**src/core/gpie_dummy_unused.sv**
```systemverilog
`timescale 1ns/10ps

```
**src/core/gpie_pkg.sv**
```systemverilog
package gpie_pkg;

  // port geometry: four full ports and one narrow port
  localparam int NPORT = 5;
  localparam int PORT_W = 8;
  localparam int NARROW_PORT = 4;
  localparam int NARROW_W = 4;
  localparam int NPIN = 36;

  // register indexes; byte address is four times the index
  localparam logic [5:0] PORT0_PIN_DATA_IDX = 6'h00;
  localparam logic [5:0] PORT0_IRQ_ENABLE_IDX = 6'h01;
  localparam logic [5:0] PORT1_PIN_DATA_IDX = 6'h04;
  localparam logic [5:0] PORT1_IRQ_ENABLE_IDX = 6'h05;
  localparam logic [5:0] PORT2_PIN_DATA_IDX = 6'h08;
  localparam logic [5:0] PORT2_IRQ_ENABLE_IDX = 6'h09;
  localparam logic [5:0] PORT3_PIN_DATA_IDX = 6'h0c;
  localparam logic [5:0] PORT3_IRQ_ENABLE_IDX = 6'h0d;
  localparam logic [5:0] PORT4_PIN_DATA_IDX = 6'h10;
  localparam logic [5:0] PORT4_IRQ_ENABLE_IDX = 6'h11;
  localparam logic [5:0] IO_CONFIG_ONE_IDX = 6'h14;
  localparam logic [5:0] IRQ_STATUS_BASE_IDX = 6'h18;
  localparam logic [5:0] IRQ_MASK_BASE_IDX = 6'h20;

  // layout of the port block: stride of four, enable one above data
  localparam logic [1:0] PIN_DATA_SUB = 2'h0;
  localparam logic [1:0] IRQ_ENABLE_SUB = 2'h1;
  localparam logic [5:0] PORT_AREA_END_IDX = 6'h14;

  // field positions
  localparam int IRQ_MODE_BIT = 0;
  localparam logic [7:0] NARROW_MASK = 8'h0f;
  localparam logic [7:0] FULL_MASK = 8'hff;

  // reset values
  localparam logic [7:0] PIN_DATA_RST = 8'h00;
  localparam logic [7:0] IRQ_ENABLE_RST = 8'h00;
  localparam logic [7:0] IRQ_MASK_RST = 8'h00;
  localparam logic [7:0] LAST_BUS_RST = 8'h00;
  localparam logic IRQ_MODE_RST = 1'b0;

  // bus responses
  localparam logic [1:0] RESP_OKAY = 2'b00;
  localparam logic [1:0] RESP_SLVERR = 2'b10;

  // register kinds, one-hot
  typedef enum logic [5:0] {
    KIND_NONE = 6'b000001,
    KIND_DATA = 6'b000010,
    KIND_IE   = 6'b000100,
    KIND_CFG  = 6'b001000,
    KIND_STAT = 6'b010000,
    KIND_MASK = 6'b100000
  } gpie_kind_t;

  typedef struct packed {
    gpie_kind_t kind;
    logic [2:0] port;
  } gpie_dec_t;

  // map a word index onto a register kind and its port
  function automatic gpie_dec_t gpie_decode(input logic [5:0] idx);
    gpie_dec_t d;
    d.kind = KIND_NONE;
    d.port = 3'h0;
    if (idx < PORT_AREA_END_IDX) begin
      d.port = idx[4:2];
      if (idx[1:0] == PIN_DATA_SUB) begin
        d.kind = KIND_DATA;
      end else if (idx[1:0] == IRQ_ENABLE_SUB) begin
        d.kind = KIND_IE;
      end
    end else if (idx == IO_CONFIG_ONE_IDX) begin
      d.kind = KIND_CFG;
    end else if (idx >= IRQ_STATUS_BASE_IDX &&
                 idx < IRQ_STATUS_BASE_IDX + 6'(NPORT)) begin
      d.kind = KIND_STAT;
      d.port = 3'(idx - IRQ_STATUS_BASE_IDX);
    end else if (idx >= IRQ_MASK_BASE_IDX &&
                 idx < IRQ_MASK_BASE_IDX + 6'(NPORT)) begin
      d.kind = KIND_MASK;
      d.port = 3'(idx - IRQ_MASK_BASE_IDX);
    end
    return d;
  endfunction

  // bits that exist on a given port
  function automatic logic [7:0] gpie_port_mask(input logic [2:0] port);
    return (port == 3'(NARROW_PORT)) ? NARROW_MASK : FULL_MASK;
  endfunction

endpackage

```
**src/core/gpie_top.sv**
```systemverilog
// Design decision made here: register access over AXI4-Lite.
`timescale 1ns/10ps
// What this block does
// - data write drives pins; data read returns live pin levels.
// - narrow port data read: upper nibble is the last bus value.
// - each enable bit gates its pin interrupt; zero blocks, one permits.
// - narrow port enable keeps four bits; upper nibble reads last bus.
// - one global mode bit in io_config_one selects the interrupt mode.
module gpie_top import gpie_pkg::*; #(
  parameter int ADDR_W = 8
) (
  input wire logic aclk, // system clock
  input wire logic aresetn, // synchronous reset, active low
  input wire logic [ADDR_W-1:0] s_axi_awaddr, // write address
  input wire logic s_axi_awvalid, // write address valid
  output logic s_axi_awready, // write address ready
  input wire logic [31:0] s_axi_wdata, // write data
  input wire logic [3:0] s_axi_wstrb, // write strobes
  input wire logic s_axi_wvalid, // write data valid
  output logic s_axi_wready, // write data ready
  output logic [1:0] s_axi_bresp, // write response
  output logic s_axi_bvalid, // write response valid
  input wire logic s_axi_bready, // write response ready
  input wire logic [ADDR_W-1:0] s_axi_araddr, // read address
  input wire logic s_axi_arvalid, // read address valid
  output logic s_axi_arready, // read address ready
  output logic [31:0] s_axi_rdata, // read data
  output logic [1:0] s_axi_rresp, // read response
  output logic s_axi_rvalid, // read data valid
  input wire logic s_axi_rready, // read data ready
  input wire logic [NPIN-1:0] pin_in, // live pin levels
  output logic [NPIN-1:0] pin_out, // driven pin values
  output logic irq // level interrupt
);

  // register state
  logic [7:0] data_r [NPORT];
  logic [7:0] ie_r [NPORT];
  logic [7:0] mask_r [NPORT];
  logic [7:0] stat [NPORT];
  logic [7:0] pin_vec [NPORT];
  logic [7:0] clr_vec [NPORT];
  logic [7:0] evt_vec [NPORT];
  logic mode_r;
  logic [7:0] last_bus_r;

  // write channel state
  logic aw_held_r;
  logic w_held_r;
  logic [5:0] wr_idx_r;
  logic wr_align_r;
  logic [7:0] wr_byte_r;
  logic wr_lane_r;
  logic bvalid_r;
  logic [1:0] bresp_r;

  // read channel state
  logic rvalid_r;
  logic [1:0] rresp_r;
  logic [31:0] rdata_r;

  // handshakes
  logic aw_fire;
  logic w_fire;
  logic wr_go;
  logic ar_fire;
  logic wr_ok;
  logic wr_store;
  logic rd_ok;
  gpie_dec_t wr_dec;
  gpie_dec_t rd_dec;

  // read selection wires
  logic [2:0] rp;
  logic [7:0] data_rd;
  logic [7:0] ie_rd;
  logic [7:0] rd_byte;
  logic [7:0] wr_masked;
  logic [NPORT-1:0] irq_port;

  // channel ready terms: one write and one read in flight at most
  assign s_axi_awready = !aw_held_r && !bvalid_r;
  assign s_axi_wready = !w_held_r && !bvalid_r;
  assign s_axi_arready = !rvalid_r;
  assign aw_fire = s_axi_awvalid && s_axi_awready;
  assign w_fire = s_axi_wvalid && s_axi_wready;
  assign ar_fire = s_axi_arvalid && s_axi_arready;
  assign wr_go = aw_held_r && w_held_r && !bvalid_r;

  // write decode from the held address
  assign wr_dec = gpie_decode(wr_idx_r);
  assign wr_ok = (wr_dec.kind != KIND_NONE) && wr_align_r;
  assign wr_store = wr_go && wr_ok && wr_lane_r;
  // unimplemented pins of the narrow port never hold a one
  assign wr_masked = wr_byte_r & gpie_port_mask(wr_dec.port);

  // read decode straight from the address channel
  assign rd_dec = gpie_decode(s_axi_araddr[7:2]);
  assign rd_ok = (rd_dec.kind != KIND_NONE) && (s_axi_araddr[1:0] == 2'b00);
  assign rp = rd_dec.port;

  // data reads: live pins, enable reads: ie_r; narrow port upper nibble of both is the last bus value
  assign data_rd = (rp == 3'(NARROW_PORT)) ?
                   {last_bus_r[7:4], pin_vec[rp][3:0]} :
                   pin_vec[rp];
  assign ie_rd = (rp == 3'(NARROW_PORT)) ?
                 {last_bus_r[7:4], ie_r[rp][3:0]} :
                 ie_r[rp];

  // read data selection by register kind
  assign rd_byte = !rd_ok ? 8'h00 :
                   (rd_dec.kind == KIND_DATA) ? data_rd :
                   (rd_dec.kind == KIND_IE) ? ie_rd :
                   (rd_dec.kind == KIND_CFG) ? {7'h00, mode_r} :
                   (rd_dec.kind == KIND_STAT) ? stat[rp] :
                   (rd_dec.kind == KIND_MASK) ? mask_r[rp] :
                   8'h00;

  // address and data may arrive in either order
  always_ff @(posedge aclk) begin
    if (!aresetn) begin
      aw_held_r <= 1'b0;
      wr_idx_r <= 6'h00;
      wr_align_r <= 1'b0;
    end else if (aw_fire) begin
      aw_held_r <= 1'b1;
      wr_idx_r <= s_axi_awaddr[7:2];
      wr_align_r <= (s_axi_awaddr[1:0] == 2'b00);
    end else if (wr_go) begin
      aw_held_r <= 1'b0;
    end
  end

  // write data holding
  always_ff @(posedge aclk) begin
    if (!aresetn) begin
      w_held_r <= 1'b0;
      wr_byte_r <= 8'h00;
      wr_lane_r <= 1'b0;
    end else if (w_fire) begin
      w_held_r <= 1'b1;
      wr_byte_r <= s_axi_wdata[7:0];
      wr_lane_r <= s_axi_wstrb[0];
    end else if (wr_go) begin
      w_held_r <= 1'b0;
    end
  end

  // write response follows both halves
  always_ff @(posedge aclk) begin
    if (!aresetn) begin
      bvalid_r <= 1'b0;
      bresp_r <= RESP_OKAY;
    end else if (wr_go) begin
      bvalid_r <= 1'b1;
      bresp_r <= wr_ok ? RESP_OKAY : RESP_SLVERR;
    end else if (s_axi_bready) begin
      bvalid_r <= 1'b0;
    end
  end

  // read answer one cycle after the address is taken
  always_ff @(posedge aclk) begin
    if (!aresetn) begin
      rvalid_r <= 1'b0;
      rresp_r <= RESP_OKAY;
      rdata_r <= 32'h0000_0000;
    end else if (ar_fire) begin
      rvalid_r <= 1'b1;
      rresp_r <= rd_ok ? RESP_OKAY : RESP_SLVERR;
      rdata_r <= {24'h00_0000, rd_byte};
    end else if (s_axi_rready) begin
      rvalid_r <= 1'b0;
    end
  end

  // internal data bus history: last byte written or read
  always_ff @(posedge aclk) begin
    if (!aresetn) begin
      last_bus_r <= LAST_BUS_RST;
    end else if (wr_store) begin
      last_bus_r <= wr_byte_r;
    end else if (ar_fire && rd_ok) begin
      last_bus_r <= rd_byte;
    end
  end

  // global interrupt mode bit
  always_ff @(posedge aclk) begin
    if (!aresetn) begin
      mode_r <= IRQ_MODE_RST;
    end else if (wr_store && wr_dec.kind == KIND_CFG) begin
      mode_r <= wr_byte_r[IRQ_MODE_BIT];
    end
  end

  // per-port registers, pins and interrupt logic
  genvar p;
  generate
    for (p = 0; p < NPORT; p++) begin : g_port
      localparam int W = (p == NARROW_PORT) ? NARROW_W : PORT_W;
      logic hit;
      logic [W-1:0] evt;

      assign hit = wr_store && (wr_dec.port == 3'(p));

      // data, enable and mask registers
      always_ff @(posedge aclk) begin
        if (!aresetn) begin
          data_r[p] <= PIN_DATA_RST;
          ie_r[p] <= IRQ_ENABLE_RST;
          mask_r[p] <= IRQ_MASK_RST;
        end else if (hit) begin
          if (wr_dec.kind == KIND_DATA) begin
            data_r[p] <= wr_masked;
          end
          if (wr_dec.kind == KIND_IE) begin
            ie_r[p] <= wr_masked;
          end
          if (wr_dec.kind == KIND_MASK) begin
            mask_r[p] <= wr_masked;
          end
        end
      end

      // pins driven from the data register, sampled back for reads
      assign pin_out[p*PORT_W +: W] = data_r[p][W-1:0];
      if (W < PORT_W) begin : g_narrow
        assign pin_vec[p] = {{(PORT_W-W){1'b0}}, pin_in[p*PORT_W +: W]};
        assign evt_vec[p] = {{(PORT_W-W){1'b0}}, evt};
      end else begin : g_full
        assign pin_vec[p] = pin_in[p*PORT_W +: W];
        assign evt_vec[p] = evt;
      end

      // write one to a status bit clears it
      assign clr_vec[p] = (hit && wr_dec.kind == KIND_STAT) ?
                          wr_masked : 8'h00;

      gpie_port #(
        .W(W)
      ) u_port (
        .aclk(aclk),
        .aresetn(aresetn),
        .pin_in(pin_in[p*PORT_W +: W]),
        .pin_data(data_r[p][W-1:0]),
        .irq_enable(ie_r[p][W-1:0]),
        .irq_mode(mode_r),
        .pin_event(evt)
      );

      gpie_sticky #(
        .W(PORT_W)
      ) u_stat (
        .aclk(aclk),
        .aresetn(aresetn),
        .set_in(evt_vec[p]),
        .clr_in(clr_vec[p]),
        .status_r(stat[p])
      );

      assign irq_port[p] = |(stat[p] & mask_r[p]);
    end
  endgenerate

  // outputs
  assign s_axi_bvalid = bvalid_r;
  assign s_axi_bresp = bresp_r;
  assign s_axi_rvalid = rvalid_r;
  assign s_axi_rresp = rresp_r;
  assign s_axi_rdata = rdata_r;
  assign irq = |irq_port;

endmodule

```
**src/core/gpie_port.sv**
```systemverilog
`timescale 1ns/10ps
// per-port pin event detector
module gpie_port import gpie_pkg::*; #(
  parameter int W = PORT_W
) (
  input wire logic aclk, // system clock
  input wire logic aresetn, // synchronous reset, active low
  input wire logic [W-1:0] pin_in, // live pin levels
  input wire logic [W-1:0] pin_data, // value written to the port
  input wire logic [W-1:0] irq_enable, // per-pin enables
  input wire logic irq_mode, // global mode select
  output logic [W-1:0] pin_event // gated event per pin
);

  logic [W-1:0] prev_r;
  logic [W-1:0] change;
  logic [W-1:0] mismatch;

  // previous pin sample for change detection
  always_ff @(posedge aclk) begin
    if (!aresetn) begin
      prev_r <= '0;
    end else begin
      prev_r <= pin_in;
    end
  end

  // mode 0: any change; mode 1: pin differs from its data value
  assign change = pin_in ^ prev_r;
  assign mismatch = pin_in ^ pin_data;
  assign pin_event = irq_enable & (irq_mode ? mismatch : change);

endmodule

```
**src/core/gpie_sticky.sv**
```systemverilog
`timescale 1ns/10ps
// sticky status bits, write one to clear, set beats clear
module gpie_sticky #(
  parameter int W = 8
) (
  input wire logic aclk, // system clock
  input wire logic aresetn, // synchronous reset, active low
  input wire logic [W-1:0] set_in, // events
  input wire logic [W-1:0] clr_in, // clear strobes
  output logic [W-1:0] status_r // sticky status
);

  // set wins over a clear in the same cycle
  always_ff @(posedge aclk) begin
    if (!aresetn) begin
      status_r <= '0;
    end else begin
      status_r <= (status_r & ~clr_in) | set_in;
    end
  end

endmodule

```
**config.mk**
```make
export PLATFORM = sky130hd
export DESIGN_NAME = gpie_top
export DESIGN_NICKNAME = d
export VERILOG_FILES = /design/src/core/gpie_dummy_unused.sv /design/src/core/gpie_pkg.sv /design/src/core/gpie_top.sv /design/src/core/gpie_port.sv /design/src/core/gpie_sticky.sv
export SDC_FILE = /design/constraint.sdc
export NUM_CORES = 1
export LEC_CHECK = 0
export BUFFER_PORTS_ARGS = -buffer_cell sky130_fd_sc_hd__buf_2
export CELL_PAD_IN_SITES_DETAIL_PLACEMENT = 0
export CELL_PAD_IN_SITES_GLOBAL_PLACEMENT = 1
export CORE_MARGIN = 1
export CORE_UTILIZATION = 44
export CTS_CLUSTER_SIZE = 14
export DETAILED_ROUTE_END_ITERATION = 6
export GPL_TIMING_DRIVEN = 0
export MAX_ROUTING_LAYER = met4
export PLACE_DENSITY = 0.9
export SETUP_SLACK_MARGIN = 0.3
export SLEW_MARGIN = 20
export SYNTH_ARGS = -nofsm -noshare
export SYNTH_HDL_FRONTEND = slang
export SYNTH_SLANG_ARGS = --single-unit
```
**constraint.sdc**
```tcl
create_clock -name aclk -period 4.05 [get_ports aclk]
set_input_delay 0.2025 -clock aclk [delete_from_list [all_inputs] [get_ports aclk]]
set_output_delay 0.2025 -clock aclk [all_outputs]
set_load 0.01 [all_outputs]
```
== Word level (Yosys, flattened, before mapping) ==
Memory sizes are Yosys's and may differ from the RTL's.
Index checks and enable logic that the tools add are counted.

* Add/sub/neg operators: 4
* Multiply operators: 0
* Divide/modulo/power cells: 0
* Order comparisons: 11
* Eq/ne operators: 21
* Shift-type cells: 0
* Multiplexer cells: 114
* Bitwise logic cells: 52
* Reductions and logical operators: 42

{| class="wikitable"
|+ Operators with widths
! operator !! number
|-
| two-way mux 8 bit || 39
|-
| AND 8 bit || 15
|-
| bitwise XOR 8 bit || 8
|-
| two-way mux 1 bit || 56
|-
| two-way mux 9 bit || 6
|-
| binary-select mux 8 bit (select 3 bit) || 2
|-
| NOT 8 bit || 5
|-
| OR reduction 40 bit || 1
|-
| bitwise OR 8 bit || 4
|-
| logical AND 1 bit || 27
|-
| == test 6 x 5 -> 1 bit, second input constant || 4
|-
| less-than comparator 6 x 5 -> 1 bit, second input constant || 4
|-
| two-way mux 3 bit || 6
|-
| bitwise OR 1 bit || 15
|-
| == test 6 x 2 -> 1 bit, second input constant || 2
|-
| == test 6 x 3 -> 1 bit, second input constant || 2
|-
| == test 6 x 4 -> 1 bit, second input constant || 2
|-
| == test 6 bit, second input constant || 2
|-
| >= comparator 6 x 5 -> 1 bit, second input constant || 2
|-
| >= comparator 6 bit, second input constant || 2
|-
| less-than comparator 6 bit, second input constant || 2
|-
| two-way mux 6 bit || 2
|-
| != test 6 x 1 -> 1 bit, second input constant || 2
|-
| subtractor 3 x 1 -> 3 bit, second input constant || 4
|-
| 15 further kinds || 30
|}

* Register bits after elaboration: 117
* Latch bits: 0
* RAM bits: 120
* ROM bits: 0
* Input bits: 95
* Output and inout port bits: 78
* Word-level logic and storage cells: 270
* Memories kept: 3

{| class="wikitable"
|+ Memories
! name !! depth !! width !! rd ports !! clocked after memory_dff !! write ports !! line !! RTL
|-
| data_r || 5 || 8 || 5 || 0 || 5 || gpie_top.sv:37 || <nowiki>logic [7:0] data_r [NPORT];</nowiki>
|-
| ie_r || 5 || 8 || 6 || 0 || 5 || gpie_top.sv:38 || <nowiki>logic [7:0] ie_r [NPORT];</nowiki>
|-
| mask_r || 5 || 8 || 6 || 0 || 5 || gpie_top.sv:39 || <nowiki>logic [7:0] mask_r [NPORT];</nowiki>
|}

== Longest topological paths before layout ==
Gate-level depths: netlist of the first run.

* Depth after elaboration: 17
* Mapped depth: 11
* Mapped depth without buffers: 7

== By module ==
A second synthesis of the first run with hierarchy kept.

* Cells, all modules: 1,191
* Area, all modules: 11,841.4 um^2

{| class="wikitable"
|+ Modules (own cells, without submodules)
! module !! instances !! cells an instance !! area an instance (um^2) !! sequential area each (um^2)
|-
| gpie_top || 1 || 845 || 8,075.2 || 4,063.9
|-
| gpie_port at g_port[0].u_port ... || 4 || 49 || 461.7 || 160.2
|-
| gpie_sticky || 5 || 25 || 337.8 || 160.2
|-
| gpie_port at g_port[4].u_port || 1 || 25 || 230.2 || 80.1
|}

== Worst setup path before layout of the first run ==
OpenSTA, ideal clock, no wires.

* Path kind: register -> register
* Start: reg bvalid_r (netlist: s_axi_bvalid)
* End: mem data_r[2][0], enable pin
* Setup time: 0.384 ns
* Arrival time: 2.466 ns
* Required time: 3.666 ns
* Path slack: 1.200 ns
* Stages on the path, launching flop included: 8
* Path buffers: 2
* Clock period less this slack: 2.850 ns
* Path through: dfxtp_1 -> and3b_1 -> nand2_1 -> a2111o_1 -> buf_6 -> or3_1 -> clkbuf_1 -> o21ai_0

{| class="wikitable"
|+ RTL lines
! item !! line !! RTL
|-
| start, declared || gpie_top.sv:54 || <nowiki>logic bvalid_r;</nowiki>
|-
| start signal, assigned || gpie_top.sv:152 || <nowiki>bvalid_r <= 1'b0;</nowiki>
|-
| start signal, assigned || gpie_top.sv:155 || <nowiki>bvalid_r <= 1'b1;</nowiki>
|-
| start signal, assigned || gpie_top.sv:158 || <nowiki>bvalid_r <= 1'b0;</nowiki>
|-
| end, declared || gpie_top.sv:37 ||
|}

==> results.py, run 1 <==
metrics = {
    "global_routing": {
        "grt_max_degree": 14,
        "grt_remaining_overflow": 0,
        "grt_pass1_vias": 9679,
        "grt_usage_pct": 32.4,
        "antenna_found_initial": 0,
        "grt_pass1_wl_mm": 59.8,
    },
    "yosys": {
        "avgSynthCellArea_um2": 9.59,
        "synth_cell_types": 71,
        "yosysMostFrequentCell": "nand2_1",
        "yosysWarningCount": 0,
        "synthFlopType": "edfxtp_1",
        "syn_inst": 1155,
        "async_flop_share_pct": 0,
        "yosys-top-cells-count": "152 x nand2_1, 112 x edfxtp_1, 111 x dfxtp_1, 99 x and2_1, 92 x nor2_1",
        "synth.area.top_cells": "edfxtp_1 30%, dfxtp_1 20%, mux2i_1 6.2%",
        "post-synth-top-area-cell": "edfxtp_1",
        "yosysTopAreaCellShare_pct": 30.4,
        "syn-cell-area_mm2": 0.0111,
        "synth_edf_count": 112,
        "synth-seq-cells": 223,
        "ys_seq_area_share_pct": 50.4,
    },
    "power": {
        "p_per_area_mw_per_mm2": 393,
        "p_leak_nw": 5.03,
        "vdd_drop_max_v": 0.000333,
    },
    "detailed_routing": {
        "final_antenna_net_count": 0,
        "drtIter0Drc": 1193,
        "drc_errors": 3,
        "vias_per_cell": 5.89,
        "num_vias": 10161,
        "dr.pass1.iters": 7,
        "drt-total-wl_mm": 41.0,
        "avgRoutedWirePerCell_um": 23.8,
    },
    "sta": {
        "final_max_slew_viol_count": 0,
        "setup_violations": 0,
        "fin_crit_ns": 3.61,
        "slew_headroom_pct": 20.7,
        "worst_pin_slew_ns": 1.18,
        "rsz0062_at_grt": "false",
        "fin_tns_setup_ns": 0,
        "hold_violations": 1,
        "period_share_pct": 89.2,
        "fmax_mhz": 277,
        "whs_ns": -0.00498,
        "finClkSkew_ns": 0.0144,
    },
    "placed_design": {
        "io_buffers": 115,
        "dpl_cell_area_mm2": 0.0122,
        "hpwl_mm": 30.9,
        "gp_congestion": 1.01,
    },
    "floorplanning": {
        "io_pins": 173,
        "die_w_um": 161,
        "dieArea_mm2": 0.0258,
        "start_util_pct": 45.2,
        "rows": 57,
        "core_area_mm2": 0.0245,
        "die_h_um": 161,
    },
    "clocking": {
        "clk_pin_slew_ns": 0.06,
        "root_buffer": "clkbuf_16",
        "insertion_delay_ns": 0.54,
        "htreeDepth": 1,
        "cts_tree": "built",
        "numCtsBuffers": 24,
        "post_cts_buffers": 0,
        "numClockSinks": 223,
        "clk_path_buf_depth": 3,
    },
    "setup_path": {
        "critPathCaptureType": "register",
        "worstPathArrival_ns": 3.76,
        "crit_fanout": 10,
        "reg2reg_from": "wr_idx_r[5]",
        "critical_path_class": "register to register",
        "r2r_cells": 8,
        "required_ns": 4.19,
        "cp-start-kind": "register",
        "cp-startpoint": "wr_idx_r[5]",
    },
    "final_layout": {
        "area_growth_pct": 22.0,
        "final_nets": 1478,
        "drive_above_1_share_pct": 15.8,
        "design_area_mm2": 0.0135,
        "antennaDiodeCount": 0,
    },
    "min_path": {
        "hp-start": "s_axi_arvalid",
        "hold_depth": 3,
        "hold_path_class": "input pin to register",
    },
    "outcome": {
        "violations": "design-rule violations, negative hold slack",
        "outcome": "finished, violations left",
    },
    "job": {
        "cap_violations": 0,
    },
}
## state kept, by name, indices dropped and copies added, names as in the netlist, 4 cells and up
register	cells
wr_byte_r	8
s_axi_rdata	8
g_port.u_port.prev_r	36
mask_r	40
ie_r	36
wr_idx_r	6
g_port.u_stat.status_r	40
last_bus_r	4
data_r	36
## area by class of cell
type	count	area (um^2)
buffer	91	493
clock buffer	40	721
clock inverter	4	31.3
fill	2261	11000
inverter	18	67.6
multi-input combinational	852	5060
sequential	223	5590
tap	324	405
timing repair buffer	173	1150
## layout by cell type (no fill, tap or decap), types with 15 or more instances in the layout
master         instances
a21oi_1               90
a22oi_1               24
and2_1                99
buf_2                131
buf_4                 30
clkbuf_1              42
clkbuf_16             24
conb_1                30
dfxtp_1              111
dlygate4sd3_1         55
edfxtp_1             112
inv_1                 18
mux2i_1               69
nand2_1              152
nand3_1               26
nor2_1                92
o21ai_0               48
o21ai_1               15
xnor2_1               36
## layer usage
layer  vias up  GRT usage (%)  routed length (um)
met5         -              -                   0
met4         0           12.1                1870
met3       138           6.90                4540
met2       654           49.6               18300
met1      4858           42.2               16300
li1       4511              -                   -
## power by group
part | internal [mW] | total [mW] | switching (mW)
Combinational | 0.240 | 0.649 | 0.409
Sequential | 2.47 | 2.54 | 0.0796
Clock | 1.21 | 2.12 | 0.910
Total | 3.92 | 5.31 | 1.40
## cell families after synthesis
| group | count (synthesis) | synth area share (%) |
|---|---|---|
| other | 1 | 0.0338 |
| buffers and inverters | 109 | 5.06 |
| AOI/OAI and AO/OA | 258 | 14.5 |
| xor gates and xnor gates | 36 | 2.85 |
| muxes | 72 | 6.54 |
| DFF | 223 | 50.4 |
| and+or+nand+nor | 456 | 20.6 |
## through the flow
step | instances | hold slack (ns) | utilization (%) | setup WS, ns | power [mW]
3_5_place_dp | 1626 | 0.448 | 49.7 | 0.667 | 3.18
4_1_cts | 1725 | 0.00625 | 55.0 | 0.622 | 5.30
5_1_grt | 1725 | 0.0269 | 55.1 | 0.452 | 5.44
2_1_floorplan | 1184 | 0.324 | - | 1.20 | 2.92
3_3_place_gp | 1623 | 0.441 | 49.6 | 0.298 | 3.17
6_report | 1725 | -0.00498 | 55.1 | 0.436 | 5.31
## critical path, stage by stage (launching register included)
cell and delay, ns:
dfxtp_1 0.31, clkbuf_1 0.29, nor2_1 0.18, a2111o_1 0.49, buf_6 0.17, nand2b_1 0.19, or2_1 0.22, clkbuf_1 0.34
o21ai_0 1.03
## final timing paths
path                     to  slack (ns)
min          s_axi_rresp[1]      -0.005
max reg2reg    data_r[4][1]        0.44
min reg2reg  s_axi_rdata[4]        0.45
max            data_r[4][1]        0.44
## what timing repair did
action,in CTS,in global routing
hold endpoints to repair,55,0
hold buffers,55,0
resized for setup,0,0
Power figures use the tool's default switching activity.
==> run 2, diff against run 1 <==
BUFFER_PORTS_ARGS = -buffer_cell sky130_fd_sc_hd__buf_4   (was -buffer_cell sky130_fd_sc_hd__buf_2)
==> results.py, run 2 (synthesis results as in run 1) <==
metrics = {
    "outcome": {
        "outcome": "complete, no violations",
    },
    "power": {
        "internal_power_mw": 4.06,
        "p_seq_share_pct": 45.9,
        "pwr-share-comb_pct": 12.3,
        "p_leak_nw": 5.14,
        "power_switching_share_pct": 26.8,
        "pwr-share-clk_pct": 41.8,
        "p_sw_mw": 1.49,
        "p_per_area_mw_per_mm2": 400,
        "power_mw": 5.55,
        "vdd_drop_max_v": 0.000372,
    },
    "sta": {
        "period_share_pct": 89.3,
        "final_max_slew_viol_count": 0,
        "worst_pin_slew_ns": 1.22,
        "finClkSkew_ns": 0.0240,
        "fmax_mhz": 276,
        "rsz0062_at_grt": "false",
        "fin_tns_setup_ns": 0,
        "hold_violations": 0,
        "slew_headroom_pct": 17.8,
        "fin_crit_ns": 3.62,
        "setup_violations": 0,
    },
    "floorplanning": {
        "core_area_mm2": 0.0245,
        "rows": 57,
        "dieArea_mm2": 0.0258,
        "die_w_um": 161,
        "io_pins": 173,
        "die_h_um": 161,
        "start_util_pct": 45.2,
    },
    "final_layout": {
        "design_area_mm2": 0.0139,
        "area_growth_pct": 25.3,
        "final_common_cell": "nand2_1",
        "final_cell_mix": "152 x nand2_1, 145 x buf_4, 112 x edfxtp_1",
        "largestRegisters": "g_port.u_stat.status_r (40), mask_r (40)",
        "final_nets": 1480,
        "n_fill_cell": 2201,
        "drive_above_1_share_pct": 16.5,
    },
    "global_routing": {
        "grt_remaining_overflow": 0,
        "grt_usage_pct": 33.3,
        "antenna_found_initial": 0,
        "grt_max_degree": 15,
        "grt_pass1_vias": 9624,
        "grt_pass1_wl_mm": 60.8,
    },
    "setup_path": {
        "required_ns": 4.19,
        "critPathCaptureType": "register",
        "worstPathArrival_ns": 3.76,
        "critical_path_class": "register to register",
        "crit_fanout": 10,
        "cp-start-kind": "register",
    },
    "placed_design": {
        "dpl_cell_area_mm2": 0.0125,
        "gp_congestion": 0.973,
        "io_buffers": 115,
        "hpwl_mm": 31.4,
    },
    "detailed_routing": {
        "dr.pass1.iters": 5,
        "drtIter0Drc": 1257,
        "drt-total-wl_mm": 42.1,
        "drc_errors": 0,
        "vias_per_cell": 5.85,
        "avgRoutedWirePerCell_um": 24.4,
        "final_antenna_net_count": 0,
        "num_vias": 10121,
    },
    "clocking": {
        "root_buffer": "clkbuf_16",
        "clk_pin_slew_ns": 0.06,
        "insertion_delay_ns": 0.54,
        "cts-resized-gates": 0,
        "numCtsBuffers": 25,
        "numClockSinks": 223,
        "cts_tree": "built",
        "htreeDepth": 1,
        "clk_path_buf_depth": 3,
    },
    "job": {
        "cap_violations": 0,
    },
    "min_path": {
        "hold_path_class": "input pin to register",
    },
}
==> run 2: cell types whose count changed in the layout (fill, tap and decap cells not counted), sizes merged <==
cell / delta
clkbuf: -14
clkinv: +6
clkinvlp: +5
bufinv: +3
inv: +2
diode: +1
dlygate4sd3: +1
==> run 2: per-layer routing <==
metal	track usage [%]	part of all wire [%]
met5	-	0
met4	13.0	4.2
met3	5.79	10
met2	51.4	46
met1	43.8	40
==> run 2: path summary, 6_finish.rpt <==
check	from	to	slack [ns]	cells after the start
setup / recovery	wr_idx_r[5]	ie_r[4][2]	0.43	8
hold / removal	s_axi_awvalid	aw_held_r	0.13	3
setup reg to reg	wr_idx_r[5]	ie_r[4][2]	0.43	8
hold reg to reg	s_axi_rdata[7]	s_axi_rdata[7]	0.46	2
==> run 2: power by group through the flow <==
stage / Combinational (mW) / Clock (mW) / Sequential (mW)
finish: 0.684 / 2.32 / 2.55
floorplan: 0.356 / 0 / 2.56
detailed placement: 0.621 / 0 / 2.59
global placement: 0.611 / 0 / 2.59
global route: 0.727 / 2.40 / 2.55
CTS: 0.666 / 2.32 / 2.54
==> run 2: repair_timing <==
action	in CTS	in global routing
hold endpoints to repair	56	0
buffers inserted	0	0
hold buffers	56	0
setup endpoints to repair	0	0
==> run 2: worst max-delay path, stage by stage (launching register included) <==
cell and delay (ns):
dfxtp_1 0.30, clkbuf_1 0.28, nor2_1 0.16, a2111o_1 0.49
buf_6 0.17, nand2b_1 0.19, or2_1 0.22, clkbuf_1 0.34
o21ai_0 1.07
==> run 2: area by class of cell <==
| type | instances | area, um^2 | area share, % |
|---|---|---|---|
| flip-flops and latches | 223 | 5590 | 40.2 |
| well taps | 324 | 405 | 2.92 |
| plain buffers | 91 | 493 | 3.55 |
| diodes | 1 | 2.50 | 0.0180 |
| clock inverters | 20 | 195 | 1.41 |
| repair buffers | 174 | 1450 | 10.4 |
| multi-input cells | 852 | 5060 | 36.5 |
| inverters | 18 | 67.6 | 0.487 |
| clock buffers | 26 | 629 | 4.53 |
==> run 2: per-stage QoR <==
step | setup WS [ns] | std cells | hold slack [ns] | util, %
after floorplan | 1.20 | 1184 | 0.324 | -
after global placement | 0.325 | 1623 | 0.436 | 50.8
after detailed placement | 0.511 | 1626 | 0.436 | 50.9
after CTS | 0.496 | 1728 | 0.141 | 56.6
after global routing | 0.437 | 1728 | 0.188 | 56.6
final | 0.432 | 1729 | 0.129 | 56.6
